[src/core/thc_pkg.sv]
package thc_pkg;
   // -----------------------------------------------------------------------
   // Widths and timing
   // -----------------------------------------------------------------------
   localparam int TS_W = 24;
   localparam int CLK_MHZ = 125;
   localparam int CLK_PERIOD_NS = 8;
   localparam int MAX_HITS = 3;
   localparam int TIMO_MIN_US = 64;
   localparam int TIMO_MAX_US = 1024;
   localparam int TIMO_MIN_CYC = TIMO_MIN_US * 1000 / CLK_PERIOD_NS;
   localparam int CHG_90_US = 90;
   localparam int CHG_120_US = 120;
   localparam int CHG_150_US = 150;
   localparam int CHG_300_US = 300;
   localparam int CHG_90_CYC = CHG_90_US * 1000 / CLK_PERIOD_NS;
   localparam int CHG_120_CYC = CHG_120_US * 1000 / CLK_PERIOD_NS;
   localparam int CHG_150_CYC = CHG_150_US * 1000 / CLK_PERIOD_NS;
   localparam int CHG_300_CYC = CHG_300_US * 1000 / CLK_PERIOD_NS;
   localparam logic [1:0] CHG_SEL_RST = 2'h3;

   // -----------------------------------------------------------------------
   // Operand source codes: 0 start, 1..3 channel A hits, 5..7 channel B hits
   // -----------------------------------------------------------------------
   localparam logic [2:0] SRC_START = 3'h0;
   localparam logic [2:0] SRC_A1 = 3'h1;
   localparam logic [2:0] SRC_B1 = 3'h5;

   typedef enum logic [1:0] {
      THC_IDLE = 2'b00,
      THC_COLLECT = 2'b01,
      THC_CALC = 2'b10,
      THC_DONE = 2'b11
   } thc_state_t;
endpackage : thc_pkg

[src/core/thc_edge_det.sv]
module thc_edge_det (
   input wire logic mclk,
   input wire logic rst_n,
   input wire logic pin,
   input wire logic fall_sel,
   input wire logic both_sel,
   output logic hit
);
   logic prev_ff;
   logic nxt_prev;
   logic nxt_hit;
   logic hit_ff;
   logic armed_ff;
   logic nxt_armed;

   always_comb begin
      nxt_prev = pin;
      nxt_armed = 1'b1;
      if (both_sel) begin
         nxt_hit = pin ^ prev_ff;
      end else if (fall_sel) begin
         nxt_hit = prev_ff & ~pin;
      end else begin
         nxt_hit = ~prev_ff & pin;
      end
      // The history bit is not yet a real pin level right after reset, so a pin that
      // idles high would otherwise fake an edge there.
      nxt_hit = nxt_hit & armed_ff;
   end

   always_ff @(posedge mclk or negedge rst_n) begin
      if (!rst_n) begin
         prev_ff <= 1'b0;
         hit_ff <= 1'b0;
         armed_ff <= 1'b0;
      end else begin
         prev_ff <= nxt_prev;
         hit_ff <= nxt_hit;
         armed_ff <= nxt_armed;
      end
   end

   assign hit = hit_ff;
endmodule : thc_edge_det

[src/core/thc_hit_select.sv]
// Contract
// RL1: Extended mode result is second operand minus first, first operand fixed to start.
// RL2: Extended mode takes up to three stop hits and second operand picks hit one, two or three.
// RL3: Extended mode offers no stop-to-stop interval; all results reference the start.
// RL4: Direct mode result is first operand minus second operand.
// RL5: Direct mode operands may be start or any numbered hit on either stop channel.
// RL6: Analog disabled makes stop channels digital inputs; enabled routes the analog path.
// RL7: Capacitor charge time selects 90, 120, 150 or 300 us, defaulting to 300 us.
// RL8: Auto summing computes all three hit results and their total into result 4.
// RL9: Extended mode times out when hits are not reached within 64 to 1024 us.
// RL10: Each stop channel has its own expected hit count deciding when collection ends.
// RL11: Start triggers on falling edge when selected, rising edge otherwise.
// RL12: Each stop channel triggers on rising, falling or both edges by its own selects.
// RL13: Interrupts fire when the expected hits arrive and when the counter overflows; irq_overflow fires only for a wrap during hit collection.
// RL14: Subtraction starts only after needed hits or timeout, and timeout marks invalid.
module thc_hit_select #(
   parameter int TS_W = thc_pkg::TS_W
) (
   input wire logic mclk,
   input wire logic rst_n,
   input wire logic start_pin,
   input wire logic stop_a_dig,
   input wire logic stop_b_dig,
   input wire logic stop_a_ana,
   input wire logic stop_b_ana,
   input wire logic analog_enable,
   input wire logic [1:0] cap_charge_time,
   input wire logic mode_extended,
   input wire logic [2:0] first_operand_select,
   input wire logic [2:0] second_operand_select,
   input wire logic auto_sum_enable,
   input wire logic [3:0] hit_timeout_select,
   input wire logic [1:0] expected_hits_a,
   input wire logic [1:0] expected_hits_b,
   input wire logic start_fall,
   input wire logic stop_a_fall,
   input wire logic stop_a_both,
   input wire logic stop_b_fall,
   input wire logic stop_b_both,
   output logic load_capacitor,
   output logic [TS_W-1:0] result,
   output logic [TS_W-1:0] result_sum,
   output logic result_valid,
   output logic result_invalid,
   output logic irq_hits,
   output logic irq_overflow,
   output logic busy
);
   if (TS_W < 8 || TS_W > 32) begin : g_chk
      $error("TS_W must be 8..32");
   end

   // -----------------------------------------------------------------------
   // Input path and edge detection
   // -----------------------------------------------------------------------
   logic stop_a_src;
   logic stop_b_src;
   logic start_hit;
   logic a_hit;
   logic b_hit;

   assign stop_a_src = analog_enable ? stop_a_ana : stop_a_dig;  // [RL6]
   assign stop_b_src = analog_enable ? stop_b_ana : stop_b_dig;  // [RL6]

   thc_edge_det u_start (
      .mclk(mclk), .rst_n(rst_n), .pin(start_pin),
      .fall_sel(start_fall), .both_sel(1'b0), .hit(start_hit)  // [RL11]
   );
   thc_edge_det u_stop_a (
      .mclk(mclk), .rst_n(rst_n), .pin(stop_a_src),
      .fall_sel(stop_a_fall), .both_sel(stop_a_both), .hit(a_hit)  // [RL12]
   );
   thc_edge_det u_stop_b (
      .mclk(mclk), .rst_n(rst_n), .pin(stop_b_src),
      .fall_sel(stop_b_fall), .both_sel(stop_b_both), .hit(b_hit)  // [RL12]
   );

   // -----------------------------------------------------------------------
   // Helpers
   // -----------------------------------------------------------------------
   // Captured timestamp of a source code; unused codes give the start time.
   function automatic logic [TS_W-1:0] pick(input logic [2:0] src,
                                           input logic [TS_W-1:0] st,
                                           input logic [3*TS_W-1:0] ta,
                                           input logic [3*TS_W-1:0] tb);
      logic [TS_W-1:0] v;
      v = st;
      case (src)
         3'h1: v = ta[TS_W-1:0];
         3'h2: v = ta[2*TS_W-1:TS_W];
         3'h3: v = ta[3*TS_W-1:2*TS_W];
         3'h5: v = tb[TS_W-1:0];
         3'h6: v = tb[2*TS_W-1:TS_W];
         3'h7: v = tb[3*TS_W-1:2*TS_W];
         default: v = st;
      endcase
      return v;
   endfunction : pick

   // True once the hit named by a source code has been captured.
   function automatic logic have(input logic [2:0] src, input logic [1:0] na,
                                 input logic [1:0] nb);
      logic r;
      r = 1'b1;
      if (src >= thc_pkg::SRC_B1) begin
         r = nb >= 2'(src - thc_pkg::SRC_B1 + 3'h1);
      end else if (src >= thc_pkg::SRC_A1) begin
         r = na >= src[1:0];
      end
      return r;
   endfunction : have

   // -----------------------------------------------------------------------
   // Charge time of the load capacitor
   // -----------------------------------------------------------------------
   logic [15:0] chg_cnt_ff;
   logic [15:0] nxt_chg_cnt;
   logic load_cap_ff;
   logic nxt_load_cap;
   logic [15:0] chg_len;

   always_comb begin
      case (cap_charge_time)  // [RL7]
         2'h0: chg_len = 16'(thc_pkg::CHG_90_CYC);
         2'h1: chg_len = 16'(thc_pkg::CHG_120_CYC);
         2'h2: chg_len = 16'(thc_pkg::CHG_150_CYC);
         default: chg_len = 16'(thc_pkg::CHG_300_CYC);
      endcase
      nxt_chg_cnt = chg_cnt_ff;
      nxt_load_cap = load_cap_ff;
      if (!analog_enable) begin
         nxt_chg_cnt = 16'h0;
         nxt_load_cap = 1'b0;
      end else if (load_cap_ff) begin
         if (chg_cnt_ff >= chg_len - 16'h1) begin
            nxt_load_cap = 1'b0;
         end else begin
            nxt_chg_cnt = chg_cnt_ff + 16'h1;
         end
      end else if (start_hit) begin
         // A new measurement recharges the capacitor before the next shot.
         nxt_load_cap = 1'b1;
         nxt_chg_cnt = 16'h0;
      end
   end

   always_ff @(posedge mclk or negedge rst_n) begin
      if (!rst_n) begin
         chg_cnt_ff <= 16'h0;
         load_cap_ff <= 1'b0;
      end else begin
         chg_cnt_ff <= nxt_chg_cnt;
         load_cap_ff <= nxt_load_cap;
      end
   end

   // -----------------------------------------------------------------------
   // Measurement sequencer
   // -----------------------------------------------------------------------
   thc_pkg::thc_state_t st_ff;
   thc_pkg::thc_state_t nxt_st;
   logic [TS_W-1:0] ctr_ff, nxt_ctr;
   logic [TS_W-1:0] t_start_ff, nxt_t_start;
   logic [3*TS_W-1:0] ta_ff, nxt_ta;
   logic [3*TS_W-1:0] tb_ff, nxt_tb;
   logic [1:0] na_ff, nxt_na;
   logic [1:0] nb_ff, nxt_nb;
   logic [19:0] tmo_ff, nxt_tmo;
   logic tmo_hit_ff, nxt_tmo_hit;
   logic [TS_W-1:0] res_ff, nxt_res;
   logic [TS_W-1:0] sum_ff, nxt_sum;
   logic val_ff, nxt_val;
   logic inv_ff, nxt_inv;
   logic irq_h_ff, nxt_irq_h;
   logic irq_o_ff, nxt_irq_o;
   logic [2:0] op1;
   logic [2:0] op2;
   logic [19:0] tmo_len;
   logic hits_done;
   logic ops_ready;
   logic [TS_W-1:0] d1, d2, d3;

   always_comb begin
      // Extended mode pins operand one to start and uses channel A hits.
      op1 = mode_extended ? thc_pkg::SRC_START : first_operand_select;  // [RL1] [RL3] [RL5]
      op2 = second_operand_select;                                      // [RL5]
      if (mode_extended && (second_operand_select[2] || second_operand_select == 3'h0)) begin
         op2 = thc_pkg::SRC_A1;  // [RL2] [RL3]
      end
      tmo_len = 20'(thc_pkg::TIMO_MIN_CYC) * (20'(hit_timeout_select) + 20'h1);  // [RL9]
      hits_done = (na_ff >= expected_hits_a) && (nb_ff >= expected_hits_b);  // [RL10]
      ops_ready = have(op1, na_ff, nb_ff) && have(op2, na_ff, nb_ff);
      d1 = ta_ff[TS_W-1:0] - t_start_ff;
      d2 = ta_ff[2*TS_W-1:TS_W] - t_start_ff;
      d3 = ta_ff[3*TS_W-1:2*TS_W] - t_start_ff;

      nxt_st = st_ff;
      nxt_ctr = ctr_ff + {{(TS_W-1){1'b0}}, 1'b1};
      nxt_t_start = t_start_ff;
      nxt_ta = ta_ff;
      nxt_tb = tb_ff;
      nxt_na = na_ff;
      nxt_nb = nb_ff;
      nxt_tmo = tmo_ff;
      nxt_tmo_hit = tmo_hit_ff;
      nxt_res = res_ff;
      nxt_sum = sum_ff;
      nxt_val = 1'b0;
      nxt_inv = inv_ff;
      nxt_irq_h = 1'b0;
      nxt_irq_o = 1'b0;
      case (st_ff)
         thc_pkg::THC_IDLE: begin
            if (start_hit) begin
               nxt_st = thc_pkg::THC_COLLECT;
               nxt_t_start = ctr_ff;
               nxt_na = 2'h0;
               nxt_nb = 2'h0;
               nxt_tmo = 20'h0;
               nxt_tmo_hit = 1'b0;
            end
         end
         thc_pkg::THC_COLLECT: begin
            nxt_tmo = tmo_ff + 20'h1;
            if (a_hit && na_ff < 2'(thc_pkg::MAX_HITS) && na_ff < expected_hits_a) begin
               nxt_ta[na_ff*TS_W +: TS_W] = ctr_ff;  // [RL2]
               nxt_na = na_ff + 2'h1;
            end
            if (b_hit && nb_ff < 2'(thc_pkg::MAX_HITS) && nb_ff < expected_hits_b) begin
               nxt_tb[nb_ff*TS_W +: TS_W] = ctr_ff;
               nxt_nb = nb_ff + 2'h1;
            end
            if (hits_done && ops_ready) begin
               nxt_irq_h = 1'b1;  // [RL13]
               nxt_st = thc_pkg::THC_CALC;  // [RL14]
            end else if (ctr_ff == {TS_W{1'b1}}) begin
               // The counter wrap is treated like a timeout in every mode.
               nxt_irq_o = 1'b1;  // [RL13]
               nxt_tmo_hit = 1'b1;
               nxt_st = thc_pkg::THC_CALC;
            end else if (mode_extended && tmo_ff >= tmo_len - 20'h1) begin
               nxt_tmo_hit = 1'b1;  // [RL9]
               nxt_st = thc_pkg::THC_CALC;  // [RL14]
            end
         end
         thc_pkg::THC_CALC: begin
            if (mode_extended) begin
               nxt_res = pick(op2, t_start_ff, ta_ff, tb_ff) - t_start_ff;  // [RL1]
            end else begin
               nxt_res = pick(op1, t_start_ff, ta_ff, tb_ff)
                         - pick(op2, t_start_ff, ta_ff, tb_ff);  // [RL4]
            end
            nxt_sum = (mode_extended && auto_sum_enable) ? d1 + d2 + d3 : sum_ff;  // [RL8]
            nxt_inv = tmo_hit_ff;  // [RL14]
            nxt_val = 1'b1;
            nxt_st = thc_pkg::THC_DONE;
         end
         thc_pkg::THC_DONE: begin
            nxt_st = thc_pkg::THC_IDLE;
         end
         default: nxt_st = thc_pkg::THC_IDLE;
      endcase
   end

   always_ff @(posedge mclk or negedge rst_n) begin
      if (!rst_n) begin
         st_ff <= thc_pkg::THC_IDLE;
         ctr_ff <= '0;
         t_start_ff <= '0;
         ta_ff <= '0;
         tb_ff <= '0;
         na_ff <= 2'h0;
         nb_ff <= 2'h0;
         tmo_ff <= 20'h0;
         tmo_hit_ff <= 1'b0;
         res_ff <= '0;
         sum_ff <= '0;
         val_ff <= 1'b0;
         inv_ff <= 1'b0;
         irq_h_ff <= 1'b0;
         irq_o_ff <= 1'b0;
      end else begin
         st_ff <= nxt_st;
         ctr_ff <= nxt_ctr;
         t_start_ff <= nxt_t_start;
         ta_ff <= nxt_ta;
         tb_ff <= nxt_tb;
         na_ff <= nxt_na;
         nb_ff <= nxt_nb;
         tmo_ff <= nxt_tmo;
         tmo_hit_ff <= nxt_tmo_hit;
         res_ff <= nxt_res;
         sum_ff <= nxt_sum;
         val_ff <= nxt_val;
         inv_ff <= nxt_inv;
         irq_h_ff <= nxt_irq_h;
         irq_o_ff <= nxt_irq_o;
      end
   end

   // -----------------------------------------------------------------------
   // Outputs
   // -----------------------------------------------------------------------
   logic busy_ff;
   logic nxt_busy;

   assign nxt_busy = (nxt_st != thc_pkg::THC_IDLE);

   always_ff @(posedge mclk or negedge rst_n) begin
      if (!rst_n) begin
         busy_ff <= 1'b0;
      end else begin
         busy_ff <= nxt_busy;
      end
   end

   assign load_capacitor = load_cap_ff;
   assign result = res_ff;
   assign result_sum = sum_ff;
   assign result_valid = val_ff;
   assign result_invalid = inv_ff;
   assign irq_hits = irq_h_ff;
   assign irq_overflow = irq_o_ff;
   assign busy = busy_ff;
endmodule : thc_hit_select

[config.mk]
export PLATFORM = sky130hd
export DESIGN_NAME = thc_hit_select
export DESIGN_NICKNAME = d
export VERILOG_FILES = /design/src/core/thc_pkg.sv /design/src/core/thc_edge_det.sv /design/src/core/thc_hit_select.sv
export SDC_FILE = /design/constraint.sdc
export NUM_CORES = 1
export LEC_CHECK = 0
export BUFFER_PORTS_ARGS = -buffer_cell sky130_fd_sc_hd__buf_2
export CORE_MARGIN = 3
export CORE_UTILIZATION = 40
export CTS_CLUSTER_SIZE = 40
export DETAILED_ROUTE_END_ITERATION = 12
export PLACE_DENSITY = 0.62
export SLEW_MARGIN = 5
export SYNTH_ARGS = -nofsm -noshare
export SYNTH_HDL_FRONTEND = slang
export SYNTH_SLANG_ARGS = --single-unit
[constraint.sdc]
create_clock -name mclk -period 3.85 [get_ports mclk]
set_input_delay 0.385 -clock mclk [delete_from_list [all_inputs] [get_ports mclk]]
set_output_delay 0.385 -clock mclk [all_outputs]
set_load 0.01 [all_outputs]
==> results.md <==
- The run finished, with violations left.
- The final reports fail on setup timing.
- TritonCTS built the clock tree.
- The compound-gate portion of the synthesized area is 0.228.
- The wire length of the first global-routing pass is 129,000 um.
- The horizontal die dimension is 242 um.
- The number of antenna violations at the first check in global routing is 1.
- The area taken by multi-input logic gates is 0.0142 mm2.
- The H-tree was split into 2 levels.
- The count of antenna-violating nets left after detailed routing is 0.
- The category of the worst setup path launch point is a primary input.
- Of the post-synthesis cell area, the dominant cell type holds 0.333.
- After synthesis, the cell types taking the most area are sky130_fd_sc_hd__dfrtp_1 (33%), sky130_fd_sc_hd__ha_1 (8.7%), sky130_fd_sc_hd__fa_1 (7.1%).
- The net count after synthesis is 2,798.
- The mux contribution to synthesized area is 0.0295.
- The number of buffers added by the clock tree synthesis step is 38.
- Max-cap violations in this run came to 0.
- Yosys printed 0 warnings.
- 85 I/O pins were placed.
- The final-report max-slew violation count is 0.
- After synthesis, the largest family of logic cells by area is compound AO/OA/AOI/OAI gates.
- Counting flops with a built-in enable in the synthesized netlist gives 0.
- The routed layout has 21,576 vias.
- The dominant cell type by area after synthesis is sky130_fd_sc_hd__dfrtp_1.
- For this run, asynchronously set or reset flops after synthesis account for 1.00.
- The post-route worst setup slack is -887 ps.
- The number of standard-cell rows in the floorplan is 85.
- The share of the Yosys chip area taken by registers is 0.333.
- The core region is 0.0543 mm2.
- For this run, the detailed router's first-pass iteration total came to 9.
- The cell chosen for the clock root is sky130_fd_sc_hd__clkbuf_16.
- The achievable frequency is 211 MHz.
- The XOR/XNOR share of the synthesized area is 0.0371.
- The worst-case vdd ir drop is 0.000715 V.
- In the final routed layout, each cell accounts on average for 22.8 um.
- The clock tree buffer depth is 3.
- The standard cell with the maximum stage delay on the critical path is sky130_fd_sc_hd__or4_4.
- In the final layout, the share of cells above drive strength 1 is 0.243.
- In this run the power density over the cells is 665 mW/mm2.
- The number of cells produced by synthesis is 2,534.
- The routed wire length is 84,400 um.
- At the end of the flow, the number of nets in the layout was 3,206.
- The effective utilization at floorplan is 0.409.
- The most common library cell in the layout ignoring fill and taps is sky130_fd_sc_hd__buf_4.
- The die is 242 um tall.
- After legalization and detailed placement, the total HPWL measured 64,200 um.
- The number of failing setup endpoints in the final timing report is 8.
- The relative area change from synthesis to final layout is 27.5%.
- The required time at the worst-slack endpoint is 4300 ps.
- The largest stage delay on the critical path is 570 ps.
- The count of inserted antenna diode cells is 0.
- Dividing the synthesized area by the synthesized cell count gives 8.77 um2.
- Of the available clock period, the critical path in the final layout requires 1.23.
- In the final timing run, aggregate negative setup slack is -2830 ps.
- For the worst-skew pair, the clock arrives at the later sink with an insertion delay of 580 ps.
- The maximum fanout encountered on the critical timing path is 4.
- The footprint of the flip-flops and latches is 0.00741 mm2.
- The class of the most critical hold timing path is in -> reg.
- The detailed router finished its first iteration with 2,403 violations.
- Counting every sink on the clock net gives 296.
- The leakage power figure is 13.2 nW.
- The count of unresolved DRC violations after routing is 0.
- Data arrives at the worst endpoint at 5190 ps.
- The via count of the first global-routing pass is 21,739.
- Of the total synthesized cell area, the portion taken by AND, OR, NAND and NOR gates is 0.157.
- The number of storage elements in the synthesis netlist is 296.
- Leaving out fill and tap cells, the most frequent cells in the layout are sky130_fd_sc_hd__buf_4 (404), sky130_fd_sc_hd__nand2_1 (331), sky130_fd_sc_hd__dfrtp_1 (295).
- The critical path in this run is classified as in -> reg.
- In this run the cell area of the synthesized design comes to 0.0222 mm2.
- The overall track demand over capacity in global routing is 0.280.
- The signal on the critical path passes through buf_8 -> ha_4 -> xor2_4 -> inv_2 -> fa_2 -> fa_1 -> fa_1 -> inv_2 -> ha_4 -> a21boi_4 -> o21ai_2 -> nor2b_4 -> o21bai_1 -> a21oi_1 -> xnor2_1 -> or4_4 -> ha_4 -> a21o_1 -> a21oi_2 -> nor2_2 -> a31oi_4 -> nor2_1 -> a221o_1.
- The critical path endpoint category is a flip-flop.
- The sum of internal, switching and leakage power is 18.8 mW.
- Between clock sinks in the finished design, the worst skew comes to 18.4 ps.
- After global routing the overflow that remains totals 0.
- The count of fill cells added during filler insertion is 5,033.
- The routability-driven placement congestion ratio is 1.01.
- The quantity of I/O buffers inserted on ports is 84.
- After clock tree synthesis, the clock-pin slew on the worst setup and hold paths is 60 ps.
- Setup repair after global routing could not meet its margin everywhere.
- For the pin with the worst max-slew slack, the measured transition is 990 ps.
- The final critical-path required period is 4740 ps.
- After detailed routing, the number of vias per cell comes to 5.82.
- The die covers 0.0584 mm2.
- Of the total synthesized cell area, the portion taken by full adders, half adders and majority gates is 0.158.
- The number of distinct standard cells referenced by the synthesized netlist is 78.
- The main flop type after synthesis is sky130_fd_sc_hd__dfrtp_1.
- The worst relative slew slack is 0.338.
- The library cell appearing most often on the critical path is sky130_fd_sc_hd__ha_4.
- The pin count of the biggest net entering global routing is 93.
- The count of final hold-check violations is 0.
-- per-stage QoR --
step | cells | util | worst slack [ps] | hold slack, ps | area, um2
after floorplan | 2534 | - | -1190 | 89.4 | 22300
after global placement | 3617 | 0.485 | -1540 | 449 | 26400
after detailed placement | 3617 | 0.485 | -1650 | 454 | 26400
after CTS | 3697 | 0.515 | -864 | 78.9 | 28000
after global routing | 3707 | 0.521 | -1100 | 92.8 | 28300
final | 3707 | 0.521 | -887 | 107 | 28300
-- Yosys cell counts (18+ instances only) --
library cell and number:
sky130_fd_sc_hd__fa_1 79, sky130_fd_sc_hd__xnor2_1 63, sky130_fd_sc_hd__nand3_1 98, sky130_fd_sc_hd__a21boi_0 30, sky130_fd_sc_hd__a222oi_1 69, sky130_fd_sc_hd__o21ai_0 268
sky130_fd_sc_hd__a22o_1 23, sky130_fd_sc_hd__a21oi_1 117, sky130_fd_sc_hd__nand2_1 333, sky130_fd_sc_hd__nor3_1 25, sky130_fd_sc_hd__clkbuf_1 121, sky130_fd_sc_hd__ha_1 154
sky130_fd_sc_hd__a22oi_1 71, sky130_fd_sc_hd__and3_1 28, sky130_fd_sc_hd__a31oi_1 19, sky130_fd_sc_hd__a21o_1 35, sky130_fd_sc_hd__nand4_1 18, sky130_fd_sc_hd__nor2b_1 18
sky130_fd_sc_hd__inv_1 192, sky130_fd_sc_hd__nor2_1 136, sky130_fd_sc_hd__mux2i_1 34, sky130_fd_sc_hd__nand2b_1 19, sky130_fd_sc_hd__mux2_2 28, sky130_fd_sc_hd__dfrtp_1 296
sky130_fd_sc_hd__xor2_1 31
-- power by group --
part	internal (mW)	switching, mW	total [mW]
Combinational	5.26	6.04	11.3
Sequential	3.56	0.415	3.97
Clock	2.07	1.51	3.58
Total	10.9	7.97	18.8
-- worst max-delay path, delay by kind of cell --
family                     cells  cell delay (ps)
AOI/OAI and AO/OA              8             1210
xor gates and xnor gates       2              360
adders and majority gates      6             2200
and+or+nand+nor                4              810
buffers and inverters          3              220
-- registers in the layout, indices dropped and copies added, names as in the netlist, 16 cells and up --
signal	flops
t_start_ff	24
ta_ff	72
tb_ff	72
ctr_ff	24
result_sum	24
tmo_ff	20
result	24
chg_cnt_ff	16
-- logic make-up (layout without fill, tap and decap cells) --
| group | after synthesis | count (layout) |
|---|---|---|
| AO/OA/AOI/OAI | 760 | 760 |
| XOR/XNOR | 94 | 94 |
| adder cells (fa/ha/maj) | 233 | 233 |
| buffers and inverters | 334 | 768 |
| flip-flops | 296 | 296 |
| multiplexers | 62 | 62 |
| other | 2 | 2 |
| AND/OR/NAND/NOR | 753 | 753 |
-- metal layers --
layer  routed length, um  vias up  global-route usage
li1                    -     9905                   -
met1               34900    10528               0.366
met2               38900      908               0.462
met3                6410      233              0.0441
met4                4210        2               0.123
met5                  13        -                   0
-- what timing repair did --
| action | in CTS | in global routing |
|---|---|---|
| hold buffers | 2 | 0 |
| hold endpoints to repair | 90 | 0 |
| setup endpoints to repair | 19 | 31 |
| gates resized for setup | 66 | 74 |
| setup buffers | 14 | 12 |
| pin swaps | 57 | 67 |
-- layout make-up --
type | instances | area share
clock buffer | 49 | 0.0368
clock inverter | 17 | 0.00654
inverter | 194 | 0.0257
multi-input combinational | 1904 | 0.502
sequential | 296 | 0.261
tap | 739 | 0.0326
timing repair buffer | 508 | 0.135
-- path summary, 6_finish.rpt --
| path | start | end | slack (ps) | cells after the start |
|---|---|---|---|---|
| min in group asynchronous | rst_n | result_sum[2]$_DFFE_PN0P_ | 420 | 2 |
| max in group asynchronous | rst_n | result[21]$_DFFE_PN0P_ | 2380 | 3 |
| max reg2reg | ta_ff[59]$_DFFE_PN0P_ | result_sum[23]$_DFFE_PN0P_ | -210 | 13 |
| min reg2reg | result[13]$_DFFE_PN0P_ | result[13]$_DFFE_PN0P_ | 470 | 2 |
| max | hit_timeout_select[1] | tmo_hit_ff$_DFFE_PN0P_ | -890 | 23 |
| min | stop_a_dig | u_stop_a.prev_ff$_DFF_PN0_ | 110 | 3 |
Power figures use the tool's default switching activity.
